===== src/slpid_pkg.sv =====
package slpid_pkg;

  localparam int unsigned CLK_HZ          = 10_000_000;
  localparam int unsigned TICK_MS         = 100;
  localparam int unsigned TICK_CYCLES_DEF = CLK_HZ / 1000 * TICK_MS;
  localparam int unsigned TICK_W          = 20;
  localparam int unsigned CYC_BASE_MS     = 500;
  localparam logic [15:0] CYC_BASE_TICKS  = 16'(CYC_BASE_MS / TICK_MS);
  localparam logic [15:0] LISTEN_TICKS_DEF = 16'h0001;

  localparam logic [7:0]  CMD_SLEEP_SELECT  = 8'h01;
  localparam logic [7:0]  CMD_IDLE_TIME     = 8'h02;
  localparam logic [7:0]  CMD_SERIAL_UPPER  = 8'h25;
  localparam logic [7:0]  CMD_SERIAL_LOWER  = 8'h26;

  localparam logic [7:0]  SEL_NONE      = 8'h00;
  localparam logic [7:0]  SEL_PIN       = 8'h01;
  localparam logic [7:0]  SEL_CYC_FIRST = 8'h03;
  localparam logic [7:0]  SEL_CYC_LAST  = 8'h08;
  localparam logic [7:0]  SEL_RESET     = SEL_NONE;

  localparam logic [15:0] IDLE_MIN   = 16'h0010;
  localparam logic [15:0] IDLE_RESET = 16'h0064;

  localparam logic [1:0]  BYTES_NONE = 2'h0;
  localparam logic [1:0]  BYTES_ONE  = 2'h1;
  localparam logic [1:0]  BYTES_TWO  = 2'h2;

  // Arbitrary serial number; replace per unit.
  localparam logic [31:0] SERIAL_DEF = 32'h0000_0001;

  typedef struct packed {
    logic        write;
    logic [7:0]  code;
    logic [15:0] wdata;
  } slpid_cmd_t;

  typedef struct packed {
    logic        ok;
    logic [1:0]  bytes;
    logic [15:0] data;
  } slpid_rsp_t;

  typedef enum logic [2:0] {
    PWR_AWAKE,
    PWR_PIN_SLEEP,
    PWR_CYC_SLEEP,
    PWR_LISTEN,
    PWR_SYNC
  } slpid_state_t;

endpackage


===== src/slpid_top.sv =====
// Notes on behaviour
// - Command 0x25 reads the upper sixteen bits of the serial number as two bytes.
// - Command 0x26 reads the lower sixteen bits of the serial number as two bytes.
// - The selector means awake for 0, pin sleep for 1 and cyclic 0.5 to 16 s for 3 to 8.
// - The selector is 0 after reset so the module stays awake.
// - In a cyclic setting the module wakes each time the chosen period has run out.
// - A preamble seen while awake in cyclic sleep is followed, and data is taken after it ends.
// - With no preamble in the listen window the module sleeps again and keeps cycling.
// - Command 0x02 sets the idle time in 100 ms steps, accepts 0x10 to 0xffff, returns two bytes.
// - The idle time is 0x64 after reset, ten seconds.
// - Cyclic sleep follows only a full idle time without traffic, and traffic restarts it.
// - The idle timer only acts in a cyclic setting.
`timescale 1ns/10ps
`default_nettype none
module slpid_top #(
  parameter int unsigned TICK_CYCLES  = slpid_pkg::TICK_CYCLES_DEF,
  parameter logic [15:0] LISTEN_TICKS = slpid_pkg::LISTEN_TICKS_DEF,
  parameter logic [31:0] SERIAL_NUM   = slpid_pkg::SERIAL_DEF
) (
  input  wire logic             mclk,
  input  wire logic             sys_rst,
  input  wire logic             cmd_valid,
  input  wire slpid_pkg::slpid_cmd_t cmd,
  input  wire logic             tx_active,
  input  wire logic             rx_active,
  input  wire logic             preamble_detect,
  input  wire logic             preamble_done,
  input  wire logic             sleep_pin,
  output logic                  rsp_valid,
  output slpid_pkg::slpid_rsp_t rsp,
  output logic                  module_asleep,
  output logic                  rx_enable
);
  import slpid_pkg::*;

  function automatic logic is_cyclic(input logic [7:0] sel);
    is_cyclic = (sel >= SEL_CYC_FIRST) && (sel <= SEL_CYC_LAST);
  endfunction

  function automatic logic [15:0] period_ticks(input logic [7:0] sel);
    logic [7:0] shift;
    shift = sel - SEL_CYC_FIRST;
    period_ticks = CYC_BASE_TICKS << shift[2:0];
  endfunction

  logic [7:0]   sleep_select_reg;
  logic [7:0]   sleep_select_next;
  logic [15:0]  idle_time_reg;
  logic [15:0]  idle_time_next;
  logic         rsp_valid_reg;
  logic         rsp_valid_next;
  slpid_rsp_t   rsp_reg;
  slpid_rsp_t   rsp_next;
  logic         sel_wr;

  always_comb begin
    sleep_select_next = sleep_select_reg;
    idle_time_next    = idle_time_reg;
    rsp_valid_next    = cmd_valid;
    rsp_next          = '0;
    sel_wr            = 1'b0;
    if (cmd_valid) begin
      case (cmd.code)
        CMD_SERIAL_UPPER: begin
          rsp_next.data  = SERIAL_NUM[31:16];
          rsp_next.bytes = BYTES_TWO;
          rsp_next.ok    = !cmd.write;
        end
        CMD_SERIAL_LOWER: begin
          rsp_next.data  = SERIAL_NUM[15:0];
          rsp_next.bytes = BYTES_TWO;
          rsp_next.ok    = !cmd.write;
        end
        CMD_SLEEP_SELECT: begin
          rsp_next.bytes = BYTES_ONE;
          rsp_next.ok    = 1'b1;
          rsp_next.data  = {8'h00, sleep_select_reg};
          if (cmd.write) begin
            if (cmd.wdata[15:8] == 8'h00 && (cmd.wdata[7:0] == SEL_NONE ||
                cmd.wdata[7:0] == SEL_PIN || is_cyclic(cmd.wdata[7:0]))) begin
              sleep_select_next = cmd.wdata[7:0];
              sel_wr            = 1'b1;
              rsp_next.data     = cmd.wdata;
            end else begin
              rsp_next.ok = 1'b0;
            end
          end
        end
        CMD_IDLE_TIME: begin
          rsp_next.bytes = BYTES_TWO;
          rsp_next.ok    = 1'b1;
          rsp_next.data  = idle_time_reg;
          if (cmd.write) begin
            if (cmd.wdata >= IDLE_MIN) begin
              idle_time_next = cmd.wdata;
              rsp_next.data  = cmd.wdata;
            end else begin
              rsp_next.ok = 1'b0;
            end
          end
        end
        default: begin
          rsp_next.ok    = 1'b0;
          rsp_next.bytes = BYTES_NONE;
        end
      endcase
    end
  end

  always_ff @(posedge mclk) begin
    if (sys_rst) begin
      sleep_select_reg <= SEL_RESET;
      idle_time_reg    <= IDLE_RESET;
      rsp_valid_reg    <= 1'b0;
      rsp_reg          <= '0;
    end else begin
      sleep_select_reg <= sleep_select_next;
      idle_time_reg    <= idle_time_next;
      rsp_valid_reg    <= rsp_valid_next;
      rsp_reg          <= rsp_next;
    end
  end

  // The sleep pin is asynchronous, so it passes two flip-flops first.
  logic pin_meta_reg;
  logic pin_sync_reg;

  always_ff @(posedge mclk) begin
    if (sys_rst) begin
      pin_meta_reg <= 1'b0;
      pin_sync_reg <= 1'b0;
    end else begin
      pin_meta_reg <= sleep_pin;
      pin_sync_reg <= pin_meta_reg;
    end
  end

  slpid_state_t      state_reg;
  slpid_state_t      state_next;
  logic [TICK_W-1:0] tick_cnt_reg;
  logic [TICK_W-1:0] tick_cnt_next;
  logic [15:0]       unit_cnt_reg;
  logic [15:0]       unit_cnt_next;
  logic              asleep_reg;
  logic              asleep_next;
  logic              rx_en_reg;
  logic              rx_en_next;
  logic              clr;
  logic              activity;

  assign activity = tx_active || rx_active;

  always_comb begin
    state_next = state_reg;
    clr        = 1'b0;
    if (sel_wr) begin
      state_next = PWR_AWAKE;
      clr        = 1'b1;
    end else begin
      case (state_reg)
        PWR_AWAKE: begin
          if (activity) begin
            clr = 1'b1;
          end else if (sleep_select_reg == SEL_PIN && pin_sync_reg) begin
            state_next = PWR_PIN_SLEEP;
          end else if (is_cyclic(sleep_select_reg) &&
                       unit_cnt_reg >= idle_time_reg) begin
            state_next = PWR_CYC_SLEEP;
            clr        = 1'b1;
          end
        end
        PWR_PIN_SLEEP: begin
          if (!pin_sync_reg) begin
            state_next = PWR_AWAKE;
            clr        = 1'b1;
          end
        end
        PWR_CYC_SLEEP: begin
          if (unit_cnt_reg >= period_ticks(sleep_select_reg)) begin
            state_next = PWR_LISTEN;
            clr        = 1'b1;
          end
        end
        PWR_LISTEN: begin
          if (preamble_detect) begin
            state_next = PWR_SYNC;
          end else if (unit_cnt_reg >= LISTEN_TICKS) begin
            state_next = PWR_CYC_SLEEP;
            clr        = 1'b1;
          end
        end
        PWR_SYNC: begin
          if (preamble_done) begin
            state_next = PWR_AWAKE;
            clr        = 1'b1;
          end
        end
        default: begin
          state_next = PWR_AWAKE;
          clr        = 1'b1;
        end
      endcase
    end
    asleep_next = (state_next == PWR_PIN_SLEEP) || (state_next == PWR_CYC_SLEEP);
    rx_en_next  = (state_next == PWR_AWAKE);
  end

  // The prescaler restarts with every interval, so each one is a whole number of ticks.
  always_comb begin
    tick_cnt_next = tick_cnt_reg + 1'b1;
    unit_cnt_next = unit_cnt_reg;
    if (clr) begin
      tick_cnt_next = '0;
      unit_cnt_next = '0;
    end else if (tick_cnt_reg == TICK_W'(TICK_CYCLES - 1)) begin
      tick_cnt_next = '0;
      if (unit_cnt_reg != 16'hffff) begin
        unit_cnt_next = unit_cnt_reg + 16'h0001;
      end
    end
  end

  always_ff @(posedge mclk) begin
    if (sys_rst) begin
      state_reg    <= PWR_AWAKE;
      tick_cnt_reg <= '0;
      unit_cnt_reg <= '0;
      asleep_reg   <= 1'b0;
      rx_en_reg    <= 1'b1;
    end else begin
      state_reg    <= state_next;
      tick_cnt_reg <= tick_cnt_next;
      unit_cnt_reg <= unit_cnt_next;
      asleep_reg   <= asleep_next;
      rx_en_reg    <= rx_en_next;
    end
  end

  assign rsp_valid     = rsp_valid_reg;
  assign rsp           = rsp_reg;
  assign module_asleep = asleep_reg;
  assign rx_enable     = rx_en_reg;

  logic rd_cmd;
  logic wr_cmd;
  assign rd_cmd = cmd_valid && !cmd.write;
  assign wr_cmd = cmd_valid && cmd.write;

  AST_SER_UPPER: assert property (@(posedge mclk) disable iff (sys_rst)
    rd_cmd && cmd.code == CMD_SERIAL_UPPER |=> rsp_valid && rsp.ok &&
    rsp.data == SERIAL_NUM[31:16] && rsp.bytes == BYTES_TWO)
    else $error("serial upper read wrong");
  AST_SER_LOWER: assert property (@(posedge mclk) disable iff (sys_rst)
    rd_cmd && cmd.code == CMD_SERIAL_LOWER |=> rsp_valid && rsp.ok &&
    rsp.data == SERIAL_NUM[15:0] && rsp.bytes == BYTES_TWO)
    else $error("serial lower read wrong");
  AST_SEL_BAD: assert property (@(posedge mclk) disable iff (sys_rst)
    wr_cmd && cmd.code == CMD_SLEEP_SELECT && cmd.wdata == 16'h0002
    |=> !rsp.ok && $stable(sleep_select_reg))
    else $error("illegal sleep selector accepted");
  AST_SEL_RESET: assert property (@(posedge mclk)
    sys_rst |=> sleep_select_reg == SEL_NONE && !module_asleep)
    else $error("selector not cleared by reset");
  AST_CYC_WAKE: assert property (@(posedge mclk) disable iff (sys_rst)
    state_reg == PWR_CYC_SLEEP && !sel_wr &&
    unit_cnt_reg >= period_ticks(sleep_select_reg)
    |=> state_reg == PWR_LISTEN && !module_asleep && unit_cnt_reg == 16'h0000)
    else $error("cyclic wake missed");
  AST_SYNC: assert property (@(posedge mclk) disable iff (sys_rst)
    state_reg == PWR_LISTEN && preamble_detect && !sel_wr
    |=> state_reg == PWR_SYNC && !rx_enable)
    else $error("preamble not followed");
  AST_SYNC_DONE: assert property (@(posedge mclk) disable iff (sys_rst)
    state_reg == PWR_SYNC && preamble_done |=> rx_enable && !module_asleep)
    else $error("data not accepted after preamble");
  AST_NO_PREAMBLE: assert property (@(posedge mclk) disable iff (sys_rst)
    state_reg == PWR_LISTEN && !preamble_detect && !sel_wr &&
    unit_cnt_reg >= LISTEN_TICKS |=> module_asleep && state_reg == PWR_CYC_SLEEP)
    else $error("no return to sleep after empty window");
  AST_IDLE_MIN: assert property (@(posedge mclk) disable iff (sys_rst)
    wr_cmd && cmd.code == CMD_IDLE_TIME && cmd.wdata < IDLE_MIN
    |=> $stable(idle_time_reg) && !rsp.ok && rsp.bytes == BYTES_TWO)
    else $error("short idle time accepted");
  AST_IDLE_RESET: assert property (@(posedge mclk)
    sys_rst |=> idle_time_reg == IDLE_RESET)
    else $error("idle time reset value wrong");
  AST_ACTIVITY: assert property (@(posedge mclk) disable iff (sys_rst)
    state_reg == PWR_AWAKE && activity |=> state_reg == PWR_AWAKE &&
    unit_cnt_reg == 16'h0000)
    else $error("traffic did not restart idle time");
  AST_NONCYC: assert property (@(posedge mclk) disable iff (sys_rst)
    !is_cyclic(sleep_select_reg) |-> state_reg != PWR_CYC_SLEEP &&
    state_reg != PWR_LISTEN && state_reg != PWR_SYNC)
    else $error("idle timer acted outside cyclic setting");
  AST_SER_WRITE: assert property (@(posedge mclk) disable iff (sys_rst)
    wr_cmd && (cmd.code == CMD_SERIAL_UPPER || cmd.code == CMD_SERIAL_LOWER)
    |=> rsp_valid && !rsp.ok)
    else $error("serial word write accepted");

  COV_CYC_SLEEP: cover property (@(posedge mclk) disable iff (sys_rst)
    state_reg == PWR_AWAKE ##1 state_reg == PWR_CYC_SLEEP);
  COV_LISTEN_SYNC: cover property (@(posedge mclk) disable iff (sys_rst)
    state_reg == PWR_LISTEN ##1 state_reg == PWR_SYNC ##[1:20] state_reg == PWR_AWAKE);
  COV_PIN_SLEEP: cover property (@(posedge mclk) disable iff (sys_rst)
    state_reg == PWR_PIN_SLEEP);

endmodule
`default_nettype wire


===== config.mk =====
export PLATFORM = sky130hd
export DESIGN_NAME = slpid_top
export DESIGN_NICKNAME = d
export VERILOG_FILES = /design/src/slpid_pkg.sv /design/src/slpid_top.sv
export SDC_FILE = /design/constraint.sdc
export NUM_CORES = 1
export LEC_CHECK = 0
export ABC_AREA = 1
export BUFFER_PORTS_ARGS = -buffer_cell sky130_fd_sc_hd__buf_2
export CORE_MARGIN = 1
export CORE_UTILIZATION = 64
export DETAILED_ROUTE_END_ITERATION = 10
export GPL_TIMING_DRIVEN = 0
export PLACE_DENSITY = 0.95
export SETUP_SLACK_MARGIN = 0.2
export SYNTH_ARGS = -nofsm -noshare
export SYNTH_HDL_FRONTEND = slang
export SYNTH_SLANG_ARGS = --single-unit

===== constraint.sdc =====
create_clock -name mclk -period 6.7 [get_ports mclk]
set_clock_uncertainty 0.2 [all_clocks]
set_input_delay 0.67 -clock mclk [delete_from_list [all_inputs] [get_ports mclk]]
set_output_delay 0.67 -clock mclk [all_outputs]
set_load 0.01 [all_outputs]

After elaboration in Yosys (flattened, before gate mapping). Cells that the tools add are included.

Bits in registers: 87. Output and inout port bits: 22. Word-level logic and storage cells: 94.

$add $sub $neg: 3. Magnitude comparators: 8. Equality and inequality tests: 14. Shifts and indexed selects: 1. Muxes and demuxes: 33. Bitwise logic cells: 1. Reductions and logical operators: 21.

Operators with widths (count): 16-bit 2-to-1 mux (4); 16-bit case mux with 3 select lines (1); 16-bit >= comparator (2); 3-bit 2-to-1 mux (9); 8-bit by 1-bit == test with 1-bit output (second input constant) (3); 20-bit by 1-bit adder with 20-bit output (second input constant) (1); 20-bit == test (second input constant) (1); 16-bit by 1-bit adder with 16-bit output (second input constant) (1); 8-bit by 6-bit == test with 1-bit output (second input constant) (2); 16-bit by 1-bit >= comparator with 1-bit output (second input constant) (1); 16-bit by 5-bit >= comparator with 1-bit output (second input constant) (1); 8-bit by 2-bit >= comparator with 1-bit output (second input constant) (2); 8-bit by 4-bit <= comparator with 1-bit output (second input constant) (2); 8-bit logical NOT (2); 1-bit 2-to-1 mux (16); 16-bit != test (second input constant) (1); 3-bit by 3-bit left shift with 16-bit output (first input constant) (1); 3-bit case mux with 5 select lines (1); 3-bit by 2-bit == test with 1-bit output (second input constant) (3); 3-bit case mux with 3 select lines (1); 8-bit by 2-bit == test with 1-bit output (second input constant) (1); 3-bit by 1-bit == test with 1-bit output (second input constant) (2); 3-bit logical NOT (2); 2-bit OR reduction (3); 10 further kinds (18).

Longest topological paths before layout.
Depth after elaboration: 11. Depth in mapped cells: 18.

Least setup slack after synthesis. OpenSTA, ideal clock, no wires.

Path type: register to register. From: register sleep_select_reg[0]. To: register tick_cnt_reg[13]. Library setup time: 62 ps. Data arrival time: 2065 ps. Required time: 6438 ps. Path slack: 4373 ps. Cell stages (with the launch flop): 19. Path through: dfxtp_1 -> clkbuf_2 -> nand2_1 -> nor2_1 -> o21ai_0 -> ha_1 -> nand2_1 -> inv_1 -> nand2_1 -> nand2_1 -> nand2_1 -> nand2_1 -> nand2_1 -> nand3_1 -> nand2_1 -> nand4_4 -> nand2b_4 -> buf_6 -> nor2_2.

Word-level cells in the longest chain between the ends: 9.

Ends and longest elaborated chain: start, declared (line slpid_top.sv:46) `logic [7:0] sleep_select_reg;`; start signal, assigned (line slpid_top.sv:117) `sleep_select_reg <= sleep_select_next;`; branches (longest 6 deep; another with 16-bit >= comparator); 1-bit case mux with 5 select lines * (line slpid_top.sv:160) `case (state_reg)`; 1-bit 2-to-1 mux * (line slpid_top.sv:156) `if (sel_wr) begin`; 3-bit OR reduction (no source line) *; end signal, assigned (line slpid_top.sv:232) `tick_cnt_reg <= tick_cnt_next;`; end, declared (line slpid_top.sv:140) `logic [TICK_W-1:0] tick_cnt_reg;`.

Every way passes the cells marked *. A chain may end at the register's enable or synchronous reset.

Final worst setup path.
From: register sleep_select_reg[0]. To: register tick_cnt_reg[12].

Same word-level chain as after synthesis.

==> flow_summary_export.csv <==
group,metric,value,unit
power_and_ir_drop,p_per_area,162.3,nW/um^2
timing,finalSetupViolations,0,
global_routing,grt_overflow,0,
place,gp_congestion,0.9097,
logic_synthesis,syn_inst,723,
timing,worst_pin_slew,755.4,ps
timing,setup_tns,0,ps
worst_setup_path,cp_slowest_cell,"dfxtp_1",
layout,layout_common_cells,"141 x nand2_1, 118 x inv_1, 87 x dfxtp_1, 74 x nor2_1, 63 x a21oi_1",
logic_synthesis,yosys.area_share.simple,30.96,%
timing,rsz0062_at_grt,"false",
logic_synthesis,synthMuxAreaShare,0,%
layout,drive_gt1_share,15.51,%
logic_synthesis,netlist_area,5069,um^2
timing,hold_slack,210.5,ps
floorplanning,core,7687,um^2
place,preCtsSetupSlack,4026,ps
worst_hold_path,hold_end,"pin_sync_reg",
clocking,post_cts_buffers,0,
detailed_routing,avgRoutedWirePerCell,13.95,um
worst_setup_path,start_kind,"register",
logic_synthesis,synthAdderAreaFrac,7.406,%
clocking,clk_latency,370,ps
worst_setup_path,timing_worst_setup_path_type,"reg -> reg",
timing,min_period,2767,ps
floorplanning,fp.dieW,90.99,um
logic_synthesis,yosysTopAreaCell,"dfxtp_1",
global_routing,grt_usage,31.32,%
outcome,outcome,"complete, no violations",
layout,layout.nets,851,
layout,antenna_cells,0,
layout,final_util,73.58,%
detailed_routing,firstDrtPassIters,8,
clocking,root_buffer,"clkbuf_8",
detailed_routing,routed_via_density,5.635,
worst_setup_path,r2r_slack,3930,ps
global_routing,grt_pass1_vias,4994,
layout,final_common_cell,"nand2_1",
logic_synthesis,yosysSeqAreaShare,34.36,%
worst_setup_path,reg2reg_from,"sleep_select_reg[0]",
floorplanning,start_util,65.93,%
worst_setup_path,r2r_end,"tick_cnt_reg[12]",
global_routing,grt_pass1_wl,21.22,mm
clocking,clock_sinks,87,
layout,largest_reg_flops,20,
worst_setup_path,rr_worst_depth,18,
timing,setup_ws,3933,ps
logic_synthesis,ys_warn_count,0,
floorplanning,die_h,90.99,um
worst_setup_path,timing.critical_path.mode_cell,"nand2_1",
detailed_routing,ant_nets,0,
worst_setup_path,critPathMaxStageDelay,320,ps
place,io_buffer_count,54,
timing,maxSlewViolCount,0,
detailed_routing,vias,5043,
floorplanning,pin_count,55,
power_and_ir_drop,ir_drop,0.00009504,V
clocking,clk_path_buf_depth,2,
timing,hold_viol,0,
detailed_routing,drc,0,
detailed_routing,drtIter0Drc,409,
logic_synthesis,avgSynthCellArea,7.011,um^2
logic_synthesis,synth_top_area_share,34.36,%
timing,relSlewSlack,49.21,%
place,hpwl,9.511,mm
clocking,numCtsBuffers,9,
power_and_ir_drop,p_leak,2.539,nW
floorplanning,die-area,8279,um^2
floorplanning,rows,32,
clocking,cts_tree,"built",
global_routing,grt_max_degree,16,
layout,syn_to_final_growth,11.60,%
worst_hold_path,worstHoldStart,"pin_meta_reg",
logic_synthesis,synthXorXnorAreaFrac,4.320,%
logic_synthesis,synth-seq-cells,87,
worst_setup_path,arrival,2870,ps
worst_setup_path,cp_max_fo,10,
logic_synthesis,synth_top_family_by_area,"simple AND/OR/NAND/NOR gates",
clocking,cts-resized-gates,0,
timing,fmax,361.4,MHz
logic_synthesis,yosysUniqueCellTypes,44,
worst_setup_path,endpoint_kind,"register",
global_routing,antenna_found_initial,0,
logic_synthesis,synth-compound-area-share,12.07,%
worst_hold_path,hold_path_class,"reg -> reg",
detailed_routing,routed_wirelength,12.48,mm
clocking,ctsHoldBuffers,0,
logic_synthesis,synth_area_leaders,"dfxtp_1 34%, nand2_1 10%, inv_1 8.7%, ha_1 7.4%, a21oi_1 6.2%",
worst_setup_path,cp_cell_sequence,"clkbuf_2, nand2_1, nor2_1, o21ai_0, ha_1, nand2_1, inv_1, nand2_1, nand2_1, nand2_1, nand2_1, nand2_1, nand3_1, nand2_1, nand4_4, nand2b_4, buf_6, nor2_2",
job,max_cap_violations,0,
clocking,htree_levels,3,
worst_setup_path,worstPathRequired,6800,ps
timing,min_period_over_period,41.30,%
clocking,path_clk_slew,90,ps
worst_hold_path,holdPathStages,2,
logic_synthesis,syn-num-nets,786,
## power breakdown
| group | leakage [nW] | total [mW] | internal [mW] | switching [mW] |
|---|---|---|---|---|
| registers | 0.701 | 0.519 | 0.518 | 0.000803 |
| clock network | 0.0963 | 0.355 | 0.158 | 0.198 |
| logic | 1.74 | 0.0438 | 0.0156 | 0.0282 |
## logic make-up (layout without fill, tap and decap cells)
group	after synthesis	after routing
and+or+nand+nor	328	328
buffers and inverters	139	209
AOI/OAI and AO/OA	114	114
DFF	87	87
adders and majority gates	30	30
xor gates and xnor gates	25	25
## worst max path at each step
stage,end,cells after the start,slack (ps),startpoint
4_1_cts,tick_cnt_reg[12],18,3970,sleep_select_reg[0]
5_1_grt,tick_cnt_reg[2],18,3760,sleep_select_reg[0]
3_5_place_dp,tick_cnt_reg[12],18,4030,sleep_select_reg[0]
6_report,tick_cnt_reg[12],18,3930,sleep_select_reg[0]
2_1_floorplan,tick_cnt_reg[13],18,4370,sleep_select_reg[0]
3_3_place_gp,tick_cnt_reg[15],18,4120,sleep_select_reg[0]
## synth_stat cells (all sizes together)
library cell	count
nand2	143
inv	120
nor2	90
dfxtp	87
a21oi	65
o21ai	38
nand3	35
ha	30
nor3	24
nand4	19
xor2	17
buf	12
xnor2	8
clkbuf	7
nor4	7
o211ai	5
nor3b	4
or2	2
a211oi	1
a21boi	1
and3	1
nand2b	1
nand3b	1
o21a	1
o21bai	1
o221ai	1
o31ai	1
or4	1
## per-layer routing
| layer | global-route usage, % | vias up | wire, um |
|---|---|---|---|
| li1 | - | 2452 | - |
| met1 | 34.92 | 2282 | 4854 |
| met2 | 56.63 | 251 | 6293 |
| met3 | 5.946 | 58 | 856 |
| met4 | 15.74 | 0 | 481 |
| met5 | 0 | - | 0 |
## through the flow
step	area (um^2)	cells	power [mW]
CTS	5657	895	0.9189
finish	5657	895	0.9181
global route	5657	895	0.9422
global placement	5466	879	0.5714
detailed placement	5466	879	0.5734
floorplan	5069	723	0.5544
## critical path, delay by kind of cell (launching register included)
family / cells / cell delay, ps
flops: 1 / 320
fa+ha+maj: 1 / 280
compound gates: 1 / 140
simple gates: 13 / 1380
buf+inv: 3 / 360
## final cells by class
type | count | area, um^2
multi-input cells | 497 | 2775
fillers | 582 | 2031
flip-flops and latches | 87 | 1742
inverters | 120 | 450.4
repair buffers | 54 | 270.3
clock buffers | 11 | 151.4
well taps | 102 | 127.6
plain buffers | 19 | 101.3
clock inverters | 5 | 38.79
No activity file was read; power rests on OpenSTA's default activity.
